### config.mk
export PLATFORM = sky130hd
export DESIGN_NAME = rtcs_top
export DESIGN_NICKNAME = d
export VERILOG_FILES = /design/src/rtcs_top.v /design/src/rtcs_watch.v
export VERILOG_INCLUDE_DIRS = /design/src
export SDC_FILE = /design/constraint.sdc
export NUM_CORES = 1
export LEC_CHECK = 0
export ABC_AREA = 1
export BUFFER_PORTS_ARGS = -buffer_cell sky130_fd_sc_hd__buf_2
export CAP_MARGIN = 20
export CORE_MARGIN = 4
export CORE_UTILIZATION = 35
export DETAILED_ROUTE_END_ITERATION = 10
export SETUP_SLACK_MARGIN = 0.4
export SLEW_MARGIN = 25
export SYNTH_ARGS = -nofsm -noshare
export SYNTH_HDL_FRONTEND = slang
export SYNTH_SLANG_ARGS = --single-unit
### constraint.sdc
create_clock -name clk_sys -period 4.27 [get_ports clk_sys]
set_clock_uncertainty 0.2 [all_clocks]
set_input_delay 0.854 -clock clk_sys [delete_from_list [all_inputs] [get_ports clk_sys]]
set_output_delay 0.854 -clock clk_sys [all_outputs]
set_load 0.05 [all_outputs]
### src/rtcs_consts.vh
`ifndef RTCS_CONSTS_VH
`define RTCS_CONSTS_VH
// ****************************************
// clocking and time base
// ****************************************
`define RTCS_CLK_HZ 100000000
`define RTCS_XTAL_HZ 32768
`define RTCS_XTAL_DIV (`RTCS_CLK_HZ / `RTCS_XTAL_HZ)
`define RTCS_PRE_W 15
`define RTCS_DIV_32HZ 10
`define RTCS_DIV_8HZ 12
`define RTCS_CFG_CYC 8
`define RTCS_OSC_START_NS 1000
`define RTCS_CLK_NS 10
`define RTCS_OSC_CYC ((`RTCS_OSC_START_NS + `RTCS_CLK_NS - 1) / `RTCS_CLK_NS)
// ****************************************
// link variants and addressing
// ****************************************
`define RTCS_LINK_I2C 0
`define RTCS_LINK_SPI 1
`define RTCS_LINK_3W 2
`define RTCS_I2C_ADDR 7'h56
`define RTCS_PG_CTRL 3'h0
`define RTCS_PG_WATCH 3'h1
`define RTCS_PG_ALARM 3'h2
`define RTCS_PG_TIMER 3'h3
`define RTCS_PG_TEMP 3'h4
`define RTCS_PG_EEDATA 3'h5
`define RTCS_PG_EECTRL 3'h6
`define RTCS_PG_RAM 3'h7
`define RTCS_ALARM_BASE 6'h10
// ****************************************
// control page fields and reset values
// ****************************************
`define RTCS_IDX_ONOFF 3'h0
`define RTCS_IDX_IRQCTRL 3'h1
`define RTCS_IDX_FLAGS 3'h2
`define RTCS_IDX_STATUS 3'h3
`define RTCS_IDX_RSTCTRL 3'h4
`define RTCS_ONOFF_RST 8'h99
`define RTCS_B_TD1 6
`define RTCS_B_TD0 5
`define RTCS_B_TIMER_RELOAD_MODE 2
`define RTCS_B_TIMER_RUN_EN 1
`define RTCS_B_WAON 0
`define RTCS_B_TF 1
`define RTCS_B_AF 0
`define RTCS_B_LOW_VOLTAGE_MIN 3
`define RTCS_B_LOW_VOLTAGE_WARN 2
`define RTCS_TEMP_RST 8'h00
`endif

### src/rtcs_top.v
`include "rtcs_consts.vh"
`timescale 1ns/1ns
`default_nettype none
module rtcs_top #(
  parameter LINK_KIND = `RTCS_LINK_I2C,
  parameter XTAL_DIV = `RTCS_XTAL_DIV,
  parameter OSC_CYC = `RTCS_OSC_CYC
) (
  input wire clk_sys,
  input wire reset,
  input wire scl_in,
  input wire sda_in,
  output wire sda_out,
  output reg sda_oe,
  input wire cs_n,
  input wire sck,
  input wire si,
  output wire so_out,
  output wire so_oe,
  input wire sio_in,
  output wire shared_serial_data_out,
  output wire shared_serial_data_oe,
  input wire low_voltage_warn,
  input wire low_voltage_min,
  output wire ready
);
  // ****************************************
  // pin synchronisers
  // ****************************************
  localparam IS_I2C = (LINK_KIND == `RTCS_LINK_I2C);
  localparam IS_LSB = (LINK_KIND == `RTCS_LINK_3W);
  wire [7:0] pin_raw = {low_voltage_warn, low_voltage_min, sio_in, si, sck, cs_n, sda_in, scl_in};
  reg [7:0] s1_q, s2_q, s3_q;
  // idle pin levels, so no false edge or select after reset
  localparam [7:0] SYNC_IDLE = 8'h3f;
  genvar g;
  generate
    for (g = 0; g < 8; g = g + 1) begin : sync
      always @(posedge clk_sys) begin
        if (reset) begin
          s1_q[g] <= SYNC_IDLE[g];
          s2_q[g] <= SYNC_IDLE[g];
          s3_q[g] <= SYNC_IDLE[g];
        end else begin
          s1_q[g] <= pin_raw[g];
          s2_q[g] <= s1_q[g];
          s3_q[g] <= s2_q[g];
        end
      end
    end
  endgenerate

  // ****************************************
  // power-up sequence
  // ****************************************
  localparam I_CFG = 3'd0, I_OSC = 3'd1, I_VCHK = 3'd2, I_READ = 3'd3, I_RUN = 3'd4;
  reg [2:0] init_q;
  reg [15:0] icnt_q;
  localparam integer CFG_LAST = `RTCS_CFG_CYC - 1;
  localparam integer OSC_LAST = OSC_CYC - 1;
  always @(posedge clk_sys) begin
    if (reset) begin
      init_q <= I_CFG;
      icnt_q <= 16'h0000;
    end else begin
      icnt_q <= icnt_q + 16'h0001;
      case (init_q)
        I_CFG: if (icnt_q == CFG_LAST[15:0]) begin
          init_q <= I_OSC;
          icnt_q <= 16'h0000;
        end
        I_OSC: if (icnt_q == OSC_LAST[15:0]) init_q <= I_VCHK;
        I_VCHK: if (!s2_q[6]) init_q <= I_READ;
        I_READ: init_q <= I_RUN;
        I_RUN: icnt_q <= 16'h0000;
        default: init_q <= I_CFG;
      endcase
    end
  end
  wire run = (init_q == I_RUN);
  assign ready = run;

  // ****************************************
  // link edges and transaction framing
  // ****************************************
  wire lclk = IS_I2C ? s2_q[0] : s2_q[3];
  wire lclk_d = IS_I2C ? s3_q[0] : s3_q[3];
  wire ldat = IS_I2C ? s2_q[1] : (IS_LSB ? s2_q[5] : s2_q[4]);
  wire rise = lclk & ~lclk_d;
  wire fall = ~lclk & lclk_d;
  wire cs_act = ~s2_q[2];
  wire i2c_start = s2_q[0] & s3_q[0] & s3_q[1] & ~s2_q[1];
  wire i2c_stop = s2_q[0] & s3_q[0] & ~s3_q[1] & s2_q[1];
  wire tstart = run & (IS_I2C ? i2c_start : (s3_q[2] & ~s2_q[2]));
  wire tstop = run & (IS_I2C ? i2c_stop : (~s3_q[2] & s2_q[2]));

  localparam ST_IDLE = 3'd0, ST_DEV = 3'd1, ST_HDR = 3'd2, ST_WR = 3'd3, ST_RD = 3'd4;
  reg [2:0] st_q, nxt_q, wr_page_q;
  reg [3:0] cnt_q;
  reg [7:0] sh_q, rd_sh_q, wd_q;
  reg [6:0] addr_q, wa_q;
  reg ack_q, busy_q, wr_any_q, snap_q, back_q, wr_q, out_q;
  reg [7:0] rd_byte;

  wire [7:0] byte_in = IS_LSB ? {ldat, sh_q[7:1]} : {sh_q[6:0], ldat};
  wire [6:0] addr_inc = {addr_q[6:3], addr_q[2:0] + 3'd1};
  wire [2:0] bidx = IS_LSB ? cnt_q[2:0] : (3'd7 - cnt_q[2:0]);
  wire [7:0] rsrc = (cnt_q == 4'd0) ? rd_byte : rd_sh_q;
  wire rbit = rsrc[bidx];
  wire dev_hit = (byte_in[7:1] == `RTCS_I2C_ADDR);

  always @(posedge clk_sys) begin
    if (reset) begin
      st_q <= ST_IDLE;
      nxt_q <= ST_IDLE;
      wr_page_q <= 3'd0;
      cnt_q <= 4'd0;
      sh_q <= 8'h00;
      rd_sh_q <= 8'h00;
      wd_q <= 8'h00;
      addr_q <= 7'h00;
      wa_q <= 7'h00;
      ack_q <= 1'b0;
      busy_q <= 1'b0;
      wr_any_q <= 1'b0;
      snap_q <= 1'b0;
      back_q <= 1'b0;
      wr_q <= 1'b0;
      out_q <= 1'b0;
      sda_oe <= 1'b0;
    end else begin
      snap_q <= 1'b0;
      back_q <= 1'b0;
      wr_q <= 1'b0;
      if (tstart) begin
        st_q <= IS_I2C ? ST_DEV : ST_HDR;
        cnt_q <= 4'd0;
        ack_q <= 1'b0;
        sda_oe <= 1'b0;
        out_q <= 1'b0;
        if (!busy_q) begin
          busy_q <= 1'b1;
          snap_q <= 1'b1;
          wr_any_q <= 1'b0;
        end
      end else if (tstop) begin
        st_q <= ST_IDLE;
        busy_q <= 1'b0;
        ack_q <= 1'b0;
        sda_oe <= 1'b0;
        out_q <= 1'b0;
        back_q <= busy_q & wr_any_q;
      end else if (rise && st_q != ST_IDLE) begin
        if (cnt_q == 4'd8) begin
          cnt_q <= 4'd0;
          st_q <= nxt_q;
          if (st_q == ST_RD && !ldat) addr_q <= addr_inc;
        end else begin
          sh_q <= byte_in;
          cnt_q <= (cnt_q == 4'd7 && !IS_I2C) ? 4'd0 : cnt_q + 4'd1;
          if (cnt_q == 4'd7) begin
            case (st_q)
              ST_DEV: begin
                ack_q <= dev_hit;
                nxt_q <= dev_hit ? (byte_in[0] ? ST_RD : ST_HDR) : ST_IDLE;
              end
              ST_HDR: begin
                addr_q <= byte_in[6:0];
                ack_q <= 1'b1;
                nxt_q <= ST_WR;
                if (!IS_I2C) st_q <= byte_in[7] ? ST_RD : ST_WR;
              end
              ST_WR: begin
                wr_q <= 1'b1;
                wa_q <= addr_q;
                wd_q <= byte_in;
                addr_q <= addr_inc;
                ack_q <= 1'b1;
                if (!wr_any_q) begin
                  wr_any_q <= 1'b1;
                  wr_page_q <= addr_q[5:3];
                end
              end
              ST_RD: begin
                ack_q <= 1'b0;
                if (!IS_I2C) addr_q <= addr_inc;
              end
              default: ack_q <= 1'b0;
            endcase
          end
        end
      end else if (fall) begin
        if (IS_I2C)
          sda_oe <= (st_q == ST_RD) ? (cnt_q != 4'd8 && !rbit) : (cnt_q == 4'd8 && ack_q);
        else
          out_q <= (st_q == ST_RD) & rbit;
        if (cnt_q == 4'd0) rd_sh_q <= rd_byte;
      end
    end
  end

  assign sda_out = 1'b0;
  assign so_oe = (LINK_KIND == `RTCS_LINK_SPI) & cs_act;
  assign so_out = (LINK_KIND == `RTCS_LINK_SPI) & out_q;
  assign shared_serial_data_oe = IS_LSB & cs_act & (st_q == ST_RD);
  assign shared_serial_data_out = out_q;

  // ****************************************
  // time base
  // ****************************************
  reg [11:0] xd_q;
  reg [`RTCS_PRE_W-1:0] pre_q;
  reg half_q;
  localparam integer XD_LAST = XTAL_DIV - 1;
  wire xtal_en = (xd_q == XD_LAST[11:0]);
  wire back_watch = back_q & (wr_page_q == `RTCS_PG_WATCH);
  wire tick1 = xtal_en & (&pre_q);
  always @(posedge clk_sys) begin
    if (reset) begin
      xd_q <= 12'h000;
      pre_q <= {`RTCS_PRE_W{1'b0}};
      half_q <= 1'b0;
    end else begin
      xd_q <= xtal_en ? 12'h000 : xd_q + 12'h001;
      if (back_watch) pre_q <= {`RTCS_PRE_W{1'b0}};
      else if (xtal_en) pre_q <= pre_q + 1'b1;
      if (tick1) half_q <= ~half_q;
    end
  end

  // ****************************************
  // register storage and cache
  // ****************************************
  reg [7:0] mem_q [0:63];
  reg [7:0] cache_q [0:9];
  reg af_q, tf_q, vl1_q, vl2_q;
  reg [15:0] tcnt_q, reload_q;
  reg [7:0] temp_q;
  wire [55:0] wv;
  wire step_done;
  wire [7:0] onoff = mem_q[0];

  function loc_ok;
    input [6:0] a;
    begin
      case (a[5:3])
        `RTCS_PG_CTRL: loc_ok = (a[2:0] <= `RTCS_IDX_RSTCTRL);
        `RTCS_PG_WATCH, `RTCS_PG_ALARM: loc_ok = (a[2:0] != 3'd7);
        `RTCS_PG_TIMER, `RTCS_PG_EEDATA: loc_ok = (a[2:1] == 2'd0);
        `RTCS_PG_TEMP: loc_ok = (a[2:0] == 3'd0);
        `RTCS_PG_EECTRL: loc_ok = ~a[2];
        default: loc_ok = 1'b1;
      endcase
      loc_ok = loc_ok & ~a[6];
    end
  endfunction

  function [3:0] cidx;
    input [6:0] a;
    begin
      case (a[5:3])
        `RTCS_PG_WATCH: cidx = {1'b0, a[2:0]};
        `RTCS_PG_TIMER: cidx = 4'd7 + {3'd0, a[0]};
        default: cidx = 4'd9;
      endcase
    end
  endfunction

  always @* begin
    rd_byte = 8'h00;
    if (loc_ok(addr_q)) begin
      case (addr_q[5:3])
        `RTCS_PG_CTRL: case (addr_q[2:0])
          `RTCS_IDX_FLAGS: rd_byte = {6'd0, tf_q, af_q};
          `RTCS_IDX_STATUS: rd_byte = {4'd0, vl2_q, vl1_q, 2'd0};
          `RTCS_IDX_RSTCTRL: rd_byte = 8'h00;
          default: rd_byte = mem_q[addr_q[5:0]];
        endcase
        `RTCS_PG_WATCH, `RTCS_PG_TIMER, `RTCS_PG_TEMP: rd_byte = cache_q[cidx(addr_q)];
        default: rd_byte = mem_q[addr_q[5:0]];
      endcase
    end
  end

  // ****************************************
  // timer, flags and alarm match
  // ****************************************
  wire [1:0] rate = {onoff[`RTCS_B_TD1], onoff[`RTCS_B_TD0]};
  reg t_tick;
  always @* begin
    case (rate)
      2'b00: t_tick = xtal_en & (&pre_q[`RTCS_DIV_32HZ-1:0]);
      2'b10: t_tick = xtal_en & (&pre_q[`RTCS_DIV_8HZ-1:0]);
      2'b01: t_tick = tick1;
      default: t_tick = tick1 & half_q;
    endcase
  end
  wire back_timer = back_q & (wr_page_q == `RTCS_PG_TIMER);
  wire t_step = t_tick & onoff[`RTCS_B_TIMER_RUN_EN] & ~back_timer & (tcnt_q != 16'h0000);
  wire tf_set = t_step & (tcnt_q == 16'h0001);

  wire [6:0] a_en, a_fit;
  generate
    for (g = 0; g < 7; g = g + 1) begin : alarm
      assign a_en[g] = mem_q[`RTCS_ALARM_BASE + g][7];
      assign a_fit[g] = ~a_en[g] | (mem_q[`RTCS_ALARM_BASE + g][6:0] == wv[8*g +: 7]);
    end
  endgenerate
  wire af_set = step_done & (|a_en) & (&a_fit);

  wire wr_ok = wr_q & loc_ok(wa_q);
  wire wr_flags = wr_ok & (wa_q[5:0] == {`RTCS_PG_CTRL, `RTCS_IDX_FLAGS});
  wire wr_stat = wr_ok & (wa_q[5:0] == {`RTCS_PG_CTRL, `RTCS_IDX_STATUS});
  integer i;

  always @(posedge clk_sys) begin
    if (reset) begin
      for (i = 0; i < 64; i = i + 1)
        mem_q[i] <= 8'h00;
      mem_q[0] <= `RTCS_ONOFF_RST;
      for (i = 0; i < 10; i = i + 1)
        cache_q[i] <= 8'h00;
      af_q <= 1'b0;
      tf_q <= 1'b0;
      vl1_q <= 1'b0;
      vl2_q <= 1'b0;
      tcnt_q <= 16'h0000;
      reload_q <= 16'h0000;
      temp_q <= `RTCS_TEMP_RST;
    end else begin
      af_q <= af_set | (af_q & ~(wr_flags & ~wd_q[`RTCS_B_AF]));
      tf_q <= tf_set | (tf_q & ~(wr_flags & ~wd_q[`RTCS_B_TF]));
      vl1_q <= s2_q[7] | (vl1_q & ~(wr_stat & ~wd_q[`RTCS_B_LOW_VOLTAGE_WARN]));
      vl2_q <= s2_q[6] | (vl2_q & ~(wr_stat & ~wd_q[`RTCS_B_LOW_VOLTAGE_MIN]));
      if (wr_ok) begin
        case (wa_q[5:3])
          `RTCS_PG_CTRL: if (wa_q[2:1] == 2'd0) mem_q[wa_q[5:0]] <= wd_q;
          `RTCS_PG_WATCH, `RTCS_PG_TIMER, `RTCS_PG_TEMP: cache_q[cidx(wa_q)] <= wd_q;
          default: mem_q[wa_q[5:0]] <= wd_q;
        endcase
      end
      if (snap_q) begin
        for (i = 0; i < 7; i = i + 1)
          cache_q[i] <= wv[8*i +: 8];
        cache_q[7] <= onoff[`RTCS_B_TIMER_RELOAD_MODE] ? reload_q[7:0] : tcnt_q[7:0];
        cache_q[8] <= onoff[`RTCS_B_TIMER_RELOAD_MODE] ? reload_q[15:8] : tcnt_q[15:8];
        cache_q[9] <= temp_q;
      end
      if (back_timer) begin
        tcnt_q <= {cache_q[8], cache_q[7]};
        reload_q <= {cache_q[8], cache_q[7]};
      end else if (t_step) begin
        if (tcnt_q == 16'h0001)
          tcnt_q <= onoff[`RTCS_B_TIMER_RELOAD_MODE] ? reload_q : 16'h0000;
        else
          tcnt_q <= tcnt_q - 16'h0001;
      end
      if (back_q && wr_page_q == `RTCS_PG_TEMP) temp_q <= cache_q[9];
    end
  end

  // ****************************************
  // calendar
  // ****************************************
  rtcs_watch u_watch (
    .clk_sys(clk_sys),
    .reset(reset),
    .run_en(run & onoff[`RTCS_B_WAON]),
    .sec_tick(tick1),
    .load_en(back_watch),
    .ld_sec(cache_q[0]),
    .ld_min(cache_q[1]),
    .ld_hour(cache_q[2]),
    .ld_date(cache_q[3]),
    .ld_wday(cache_q[4]),
    .ld_month(cache_q[5]),
    .ld_year(cache_q[6]),
    .sec_q(wv[7:0]),
    .min_q(wv[15:8]),
    .hour_q(wv[23:16]),
    .date_q(wv[31:24]),
    .wday_q(wv[39:32]),
    .month_q(wv[47:40]),
    .year_q(wv[55:48]),
    .step_done(step_done)
  );
endmodule
`default_nettype wire

### src/rtcs_watch.v
`timescale 1ns/1ns
`default_nettype none
module rtcs_watch (
  input wire clk_sys,
  input wire reset,
  input wire run_en,
  input wire sec_tick,
  input wire load_en,
  input wire [7:0] ld_sec,
  input wire [7:0] ld_min,
  input wire [7:0] ld_hour,
  input wire [7:0] ld_date,
  input wire [7:0] ld_wday,
  input wire [7:0] ld_month,
  input wire [7:0] ld_year,
  output reg [7:0] sec_q,
  output reg [7:0] min_q,
  output reg [7:0] hour_q,
  output reg [7:0] date_q,
  output reg [7:0] wday_q,
  output reg [7:0] month_q,
  output reg [7:0] year_q,
  output reg step_done
);
  // ****************************************
  // bcd helpers
  // ****************************************
  function [7:0] bcd_inc;
    input [7:0] v;
    begin
      if (v[3:0] == 4'h9)
        bcd_inc = {v[7:4] + 4'h1, 4'h0};
      else
        bcd_inc = {v[7:4], v[3:0] + 4'h1};
    end
  endfunction

  wire [1:0] leap_mod = {year_q[4], 1'b0} + year_q[1:0];
  wire leap = (leap_mod == 2'h0);
  reg [7:0] last_day;

  always @* begin
    case (month_q)
      8'h02: last_day = leap ? 8'h29 : 8'h28;
      8'h04, 8'h06, 8'h09, 8'h11: last_day = 8'h30;
      default: last_day = 8'h31;
    endcase
  end

  // ****************************************
  // calendar counting
  // ****************************************
  always @(posedge clk_sys) begin
    if (reset) begin
      sec_q <= 8'h00;
      min_q <= 8'h00;
      hour_q <= 8'h00;
      date_q <= 8'h01;
      wday_q <= 8'h01;
      month_q <= 8'h01;
      year_q <= 8'h00;
      step_done <= 1'b0;
    end else begin
      step_done <= 1'b0;
      if (load_en) begin
        sec_q <= ld_sec;
        min_q <= ld_min;
        hour_q <= ld_hour;
        date_q <= ld_date;
        wday_q <= ld_wday;
        month_q <= ld_month;
        year_q <= ld_year;
      end else if (run_en && sec_tick) begin
        step_done <= 1'b1;
        if (sec_q != 8'h59) begin
          sec_q <= bcd_inc(sec_q);
        end else begin
          sec_q <= 8'h00;
          if (min_q != 8'h59) begin
            min_q <= bcd_inc(min_q);
          end else begin
            min_q <= 8'h00;
            if (hour_q != 8'h23) begin
              hour_q <= bcd_inc(hour_q);
            end else begin
              hour_q <= 8'h00;
              wday_q <= (wday_q == 8'h07) ? 8'h01 : bcd_inc(wday_q);
              if (date_q != last_day) begin
                date_q <= bcd_inc(date_q);
              end else begin
                date_q <= 8'h01;
                if (month_q != 8'h12) begin
                  month_q <= bcd_inc(month_q);
                end else begin
                  month_q <= 8'h01;
                  year_q <= (year_q == 8'h79) ? 8'h00 : bcd_inc(year_q);
                end
              end
            end
          end
        end
      end
    end
  end
endmodule
`default_nettype wire

# Yosys cells after proc, flatten, opt, wreduce, memory -nomap -nowiden
# Memory sizes are Yosys's and may differ from the RTL's. A register that Yosys moved wholly into a read port is not among the register bits.
# Cells that the tools add are included.
# Widths: inputs -> output; s select.
[totals] ff_bits=207 mem_bits_rw=592 output_inout_bits=7 n_memories=2
[classes] n_addsub=24 magnitude_cmp=3 n_eq_ne=93 muxes=138 bitwise_logic=122 reduce_logical=82
[memory_table] memory="mem_q" depth=64 width=8 read_ports=9 rd_clocked_by_memory_dff=0 write_ports=64 line_no="rtcs_top.v:234" source="reg [7:0] mem_q [0:63];"
[memory_table] memory="cache_q" depth=10 width=8 read_ports=11 rd_clocked_by_memory_dff=1 write_ports=10 line_no="rtcs_top.v:235" source="reg [7:0] cache_q [0:9];"
[ops] op="$mux 8" n=64
[ops] op="$mux 16" n=5
[ops] op="$eq 4x4->1 const B" n=18
[ops] op="$add 4x1->4 const B" n=15
[ops] op="$and 1x1->1" n=56
[ops] op="$eq 7x7->1" n=7
[ops] op="$not 1->1" n=43
[ops] op="$mux 1" n=39
[ops] op="$reduce_and 6->1" n=6
[ops] op="$eq 3x2->1 const B" n=11
[ops] op="$pmux 16 s2" n=1
[ops] op="$pmux 8 s2" n=2
[ops] op="$eq 3x3->1 const B" n=10
[ops] op="$mux 4" n=7
[ops] op="$reduce_and 7->1" n=4
[ops] op="$eq 8x3->1 const B" n=3
[ops] op="$ne 2x2->1 const B" n=12
[ops] op="$pmux 8 s3" n=1
[ops] op="$or 1x1->1" n=23
[ops] op="$ne 3x3->1 const B" n=7
[ops] op="$reduce_and 4->1" n=5
[ops] op="$mux 3" n=6
[ops] op="$reduce_bool 3->1" n=6
[ops] op="$reduce_or 2->1" n=9
[ops] op="other kinds (57)" n=102

# Depth between registers and ports, before layout
[depth] ltp_word=22 ltp_mapped=22

# Cells and area by module
# Synthesis repeated with hierarchy kept, for this count alone.
[hier_totals] hier_cells=4276 area_unflattened_um2=37951.4
[by_module_without_submodules] mod="rtcs_top" instances=1 cells_per_inst=3733 area_per_inst_um2=34314.2
[by_module_without_submodules] mod="rtcs_watch" instances=1 cells_per_inst=543 area_per_inst_um2=3637.2

# Least setup slack after synthesis
# OpenSTA, ideal clock, no wires.
[synth_timing] path_type="reg-to-reg" startpoint="register init_q[0]" endpoint="register u_watch.year_q[4]" setup_time_ns=0.070 arrival_time_ns=2.399 path_slack_ns=1.601 stages_incl_launch_ff=15 n_path_buf=1 period_less_slack_ns=2.669 path_cell_list="dfxtp_1 > nor2_1 > inv_1 > nor2_1 > nand3_2 > nand2_4 > nand2_4 > nor2_8 > nand2_4 > nor2_8 > nand2_2 > inv_2 > buf_6 > nand3_1 > a21oi_1"
[synth_between] elab_chain_len=5
[synth_rtl] item="from (decl)" line_no="rtcs_top.v:57" source="reg [2:0] init_q;"
[synth_rtl] item="from (signal assigned)" line_no="rtcs_top.v:63" source="init_q <= I_CFG;"
[synth_rtl] item="from (signal assigned)" line_no="rtcs_top.v:69" source="init_q <= I_OSC;"
[synth_rtl] item="from (signal assigned)" line_no="rtcs_top.v:72" source="I_OSC: if (icnt_q == OSC_LAST[15:0]) init_q <= I_VCHK;"
[synth_rtl] item="$eq 3x3->1" line_no="rtcs_top.v:80" source="wire run = (init_q == I_RUN);"
[synth_rtl] item="via ready" line_no="rtcs_top.v:25" source="output wire ready"
[synth_rtl] item="$and 1x1->1" line_no="rtcs_top.v:368" source=".run_en(run & onoff[`RTCS_B_WAON]),"
[synth_rtl] item="$logic_and 1x1->1" line_no="rtcs_watch.v:73" source="end else if (run_en && sec_tick) begin"
[synth_rtl] item="$reduce_bool 2->1 (no source line)"
[synth_rtl] item="$reduce_and 7->1 (no source line)"
[synth_rtl] item="to (signal assigned)" line_no="rtcs_watch.v:72" source="year_q <= ld_year;"
[synth_rtl] item="to (signal assigned)" line_no="rtcs_watch.v:96" source="year_q <= (year_q == 8'h79) ? 8'h00 : bcd_inc(year_q);"
[synth_rtl] item="to (decl)" line_no="rtcs_watch.v:22" source="output reg [7:0] year_q,"
# The timed path passes the listed nets, and every way through them passes these cells.
# A chain may end at the register's enable or synchronous reset.

# Worst setup path in the final report
[layout_timing] startpoint="register addr_q[3]" endpoint="register sda_oe"
[layout_between] elab_chain_len=13 word_cells_on_any_way=26
[layout_rtl] item="from (decl)" line_no="rtcs_top.v:101" source="reg [6:0] addr_q, wa_q;"
[layout_rtl] item="from (signal assigned)" line_no="rtcs_top.v:157" source="if (st_q == ST_RD && !ldat) addr_q <= addr_inc;"
[layout_rtl] item="from (signal assigned)" line_no="rtcs_top.v:168" source="addr_q <= byte_in[6:0];"
[layout_rtl] item="from (signal assigned)" line_no="rtcs_top.v:177" source="addr_q <= addr_inc;"
[layout_rtl] item="$eq 3x2->1 or $eq 3x1->1 (tied branches)"
[layout_rtl] item="$pmux 4 s2" line_no="rtcs_top.v:261" source="case (a[5:3])"
[layout_rtl] item="$mux 4" line_no="rtcs_top.v:272" source="case (addr_q[5:3])"
[layout_rtl] item="$mux 4" line_no="rtcs_top.v:271" source="if (loc_ok(addr_q)) begin"
[layout_rtl] item="$mem_v2 10x8"
[layout_rtl] item="$pmux 8 s2" line_no="rtcs_top.v:272"
[layout_rtl] item="$mux 8 (*)" line_no="rtcs_top.v:271"
[layout_rtl] item="$mux 8 (*)"
[layout_rtl] item="$bmux 1 s3 (*)" line_no="rtcs_top.v:109" source="wire rbit = rsrc[bidx];"
[layout_rtl] item="$mux 1 (implied by the code) (*)" line_no="rtcs_top.v:109"
[layout_rtl] item="$logic_not 1->1 (*)" line_no="rtcs_top.v:194" source="sda_oe <= (st_q == ST_RD) ? (cnt_q != 4'd8 && !rbit) : (cnt_q == 4'd8 && ack_q);"
[layout_rtl] item="$logic_and 1x1->1 (*)" line_no="rtcs_top.v:194"
[layout_rtl] item="$mux 1 (*)" line_no="rtcs_top.v:194"
[layout_rtl] item="to (signal assigned)" line_no="rtcs_top.v:194"
[layout_rtl] item="to (decl)" line_no="rtcs_top.v:14" source="output reg sda_oe,"
# Mark *: on every way between the ends. The rest lies on a longest branch, timed or not. The select of a mux whose other input is x is not followed.

==> impl_metrics.ini <==
[outcome]
status = finished clean

[worst_setup_path]
worstPathMaxFanout = 36
cpLargestDelayFamily = simple AND/OR/NAND/NOR gates
required_ps = 4610
worstSetupPathType = reg -> reg
path_buf_inv = 0
cp_common_cell = nand2_1
critPathArrivalTime_ps = 3850
cpMaxStageDelayCell = dfxtp_1
crit_path_start_kind = flip-flop
crit_chain = nand2_1 -> nor2_1 -> nand2_1 -> nand2_2 -> nand2_1 -> nand3_1 -> nand3_1 -> nand3_1 -> nand2_1 -> nand3_1 -> nand2_1 -> nand3_1 -> nand3_1 -> nand2_1 -> nand2_1 -> nand2_1 -> a21oi_1
ff2ff_setup_slack_ps = 760
cp-end-kind = flip-flop
cpPeakStageDelay_ps = 690

[yosys]
seq_area_frac_synth_pct = 58.35
syn_inst = 4244
synth-warning-count = 0
synth_area_um2 = 38050
synth_top_area_cell = edfxtp_1
async_reset_ff_share_pct = 0
synth_seq_cells = 811
synth_area_per_cell_um2 = 8.966
yosysMostFrequentCell = nand2_1
synth_flop_cell = edfxtp_1
ys_top_cells_by_count = nand2_1, nor2_1, edfxtp_1
synth-edff-count = 596
synth_cell_type_count = 59
yosysTopAreaCellShare_pct = 47.03
synth_area_leaders = edfxtp_1, dfxtp_1, nand2_1

[timing]
fin_ws_ps = 762.5
setup_viol = 0
final_hold_viol_count = 0
hold_ws_ps = 188.0
rsz0062_at_grt = false
worst_pin_slew_ps = 936.8
maxSlewViolCount = 0
tns_ps = 0
period_needed_ps = 3507
slew_headroom_pct = 37.06
final.period_utilization_pct = 82.14
timing.fmax_mhz = 285.1

[cells_and_area]
postLayoutCoreUtil_pct = 40.49
drive_gt1_share_pct = 5.703
areaGrowthSynthToFinish_pct = 14.39
fill_cells = 10700
final_cells = 5962
diodes = 0
nets = 4535

[global_routing]
grt_pass1_vias = 27650
grt_max_degree = 163
antenna_found_initial = 0
grt_pass1_wl_mm = 158.7
grt_overflow = 0
grtUsageTotal_pct = 17.81

[pwr]
max-vdd-ir-drop_mv = 0.3078
power_density_nw_per_um2 = 392.9
p_leak_uw = 0.01689

[clock_network]
holdBufCountCts = 0
cts_resized = 0
clk_pin_slew_worst_paths_ps = 70
clockBufferDepth = 3
cts-root-buf = clkbuf_16
tritoncts = yes
cts_buffers = 89
cts_sinks = 811
post-cts-setup-buffer-count = 0
htree_levels = 3
insertion_delay_ps = 680

[floorplanning]
coreArea_um2 = 107500
fp.dieW_um = 337.7
num_rows = 120
die_area_um2 = 114100
die_h_um = 337.7
start_util_pct = 35.40
num_io_pins = 17

[detailed_routing]
maxUsedRoutingLayer = met4
post-route-drc-count = 0
num_vias = 29510
wl_per_cell_um = 17.17
drt_iter0_markers = 2662
wl_met3_mm = 6.864
dr_wl_met2_mm = 46.86
wl_met1_mm = 45.19
routed_wl_mm = 102.4
drtAntennaViolNets = 0
drt-vias-per-instance = 4.949
firstDrtPassIters = 6

[placement]
dp_cells = 5799
place_hpwl_mm = 66.50
gp_congestion = 0.9053
pre_cts_ws_ps = 765.5
port_buffers = 7

[job]
cap_violations = 0

[min_path]
hp-class = in -> reg
[area by class of cell]
| type | instances | area (µm²) | area share (%) |
|---|---|---|---|
| inverter | 378 | 1429 | 3.283 |
| multi-input combinational | 3132 | 14630 | 33.61 |
| sequential | 811 | 22210 | 51.03 |
| clock buffer | 119 | 2391 | 5.493 |
| clock inverter | 44 | 404.1 | 0.9285 |
| tap | 1403 | 1755 | 4.033 |
| timing repair buffer | 75 | 705.7 | 1.621 |
[worst register-to-register path, cell delays in order (launching register included)]
cell	delay [ps]
dfxtp_1	690
nand2_1	120
nor2_1	320
nand2_1	140
nand2_2	550
nand2_1	120
nand3_1	130
nand3_1	140
nand3_1	260
nand2_1	90
nand3_1	100
nand2_1	90
nand3_1	100
nand3_1	80
nand2_1	90
nand2_1	50
nand2_1	70
a21oi_1	50
[cells by family (layout without fill, tap and decap cells)]
logic type	count (synthesis)	after routing	synth area share [%]
buf+inv	637	616	6.547
compound gates	686	686	10.17
xor+xnor	74	74	1.703
simple gates	1997	1997	21.98
flops	811	811	58.35
other cells	1	337	0.009855
fa+ha+maj	38	38	1.250
[metal layers]
metal  GRT usage [%]  vias up
li1                -    14490
met5               0        -
met2           28.80      921
met1           24.49    13910
met3           2.757      190
met4           5.935        0
[layout by cell type (no fill, tap or decap), types with 33 or more instances in the layout]
cell type / instances
nand2_1: 821
nor2_1: 658
edfxtp_1: 596
nand3_1: 379
inv_1: 360
conb_1: 337
o21ai_0: 312
dfxtp_1: 212
a21oi_1: 159
clkbuf_16: 90
o22ai_1: 80
buf_4: 56
nor3_1: 54
xor2_1: 41
ha_1: 38
a211oi_1: 37
o211ai_1: 34
xnor2_1: 33
[state kept, by name, indices dropped and copies added (netlist names), 7 cells and up]
| register | cells |
|---|---|
| u_watch.wday_q | 8 |
| u_watch.month_q | 8 |
| u_watch.sec_q | 8 |
| u_watch.min_q | 8 |
| temp_q | 8 |
| mem_q | 512 |
| xd_q | 12 |
| icnt_q | 16 |
| wd_q | 8 |
| cache_q | 84 |
| rd_sh_q | 8 |
| u_watch.year_q | 8 |
| u_watch.date_q | 8 |
| tcnt_q | 16 |
| addr_q | 7 |
| u_watch.hour_q | 8 |
| reload_q | 16 |
| wa_q | 7 |
| pre_q | 15 |
| sh_q | 7 |
[where the power goes]
group / switching [µW] / internal [µW] / total [µW]
Combinational: 458 / 170 / 628
Clock: 3250 / 4210 / 7460
Sequential: 144 / 8870 / 9020
Total: 3850 / 13300 / 17100
[metrics by stage]
step | cell area [µm²] | total power, µW
after floorplan | 39310 | 9607
after detailed placement | 40730 | 9806
after CTS | 43520 | 17280
after global routing | 43530 | 17740
final | 43530 | 17100
after global placement | 40720 | 9777
[final timing paths]
path	from	endpoint	depth (start not counted)
worst max-delay path	addr_q[3]	sda_oe	17
worst min-delay path	scl_in	s1_q[0]	2
worst max register to register	addr_q[3]	sda_oe	17
worst min register to register	s1_q[7]	s2_q[7]	2
Power figures use the tool's default switching activity.
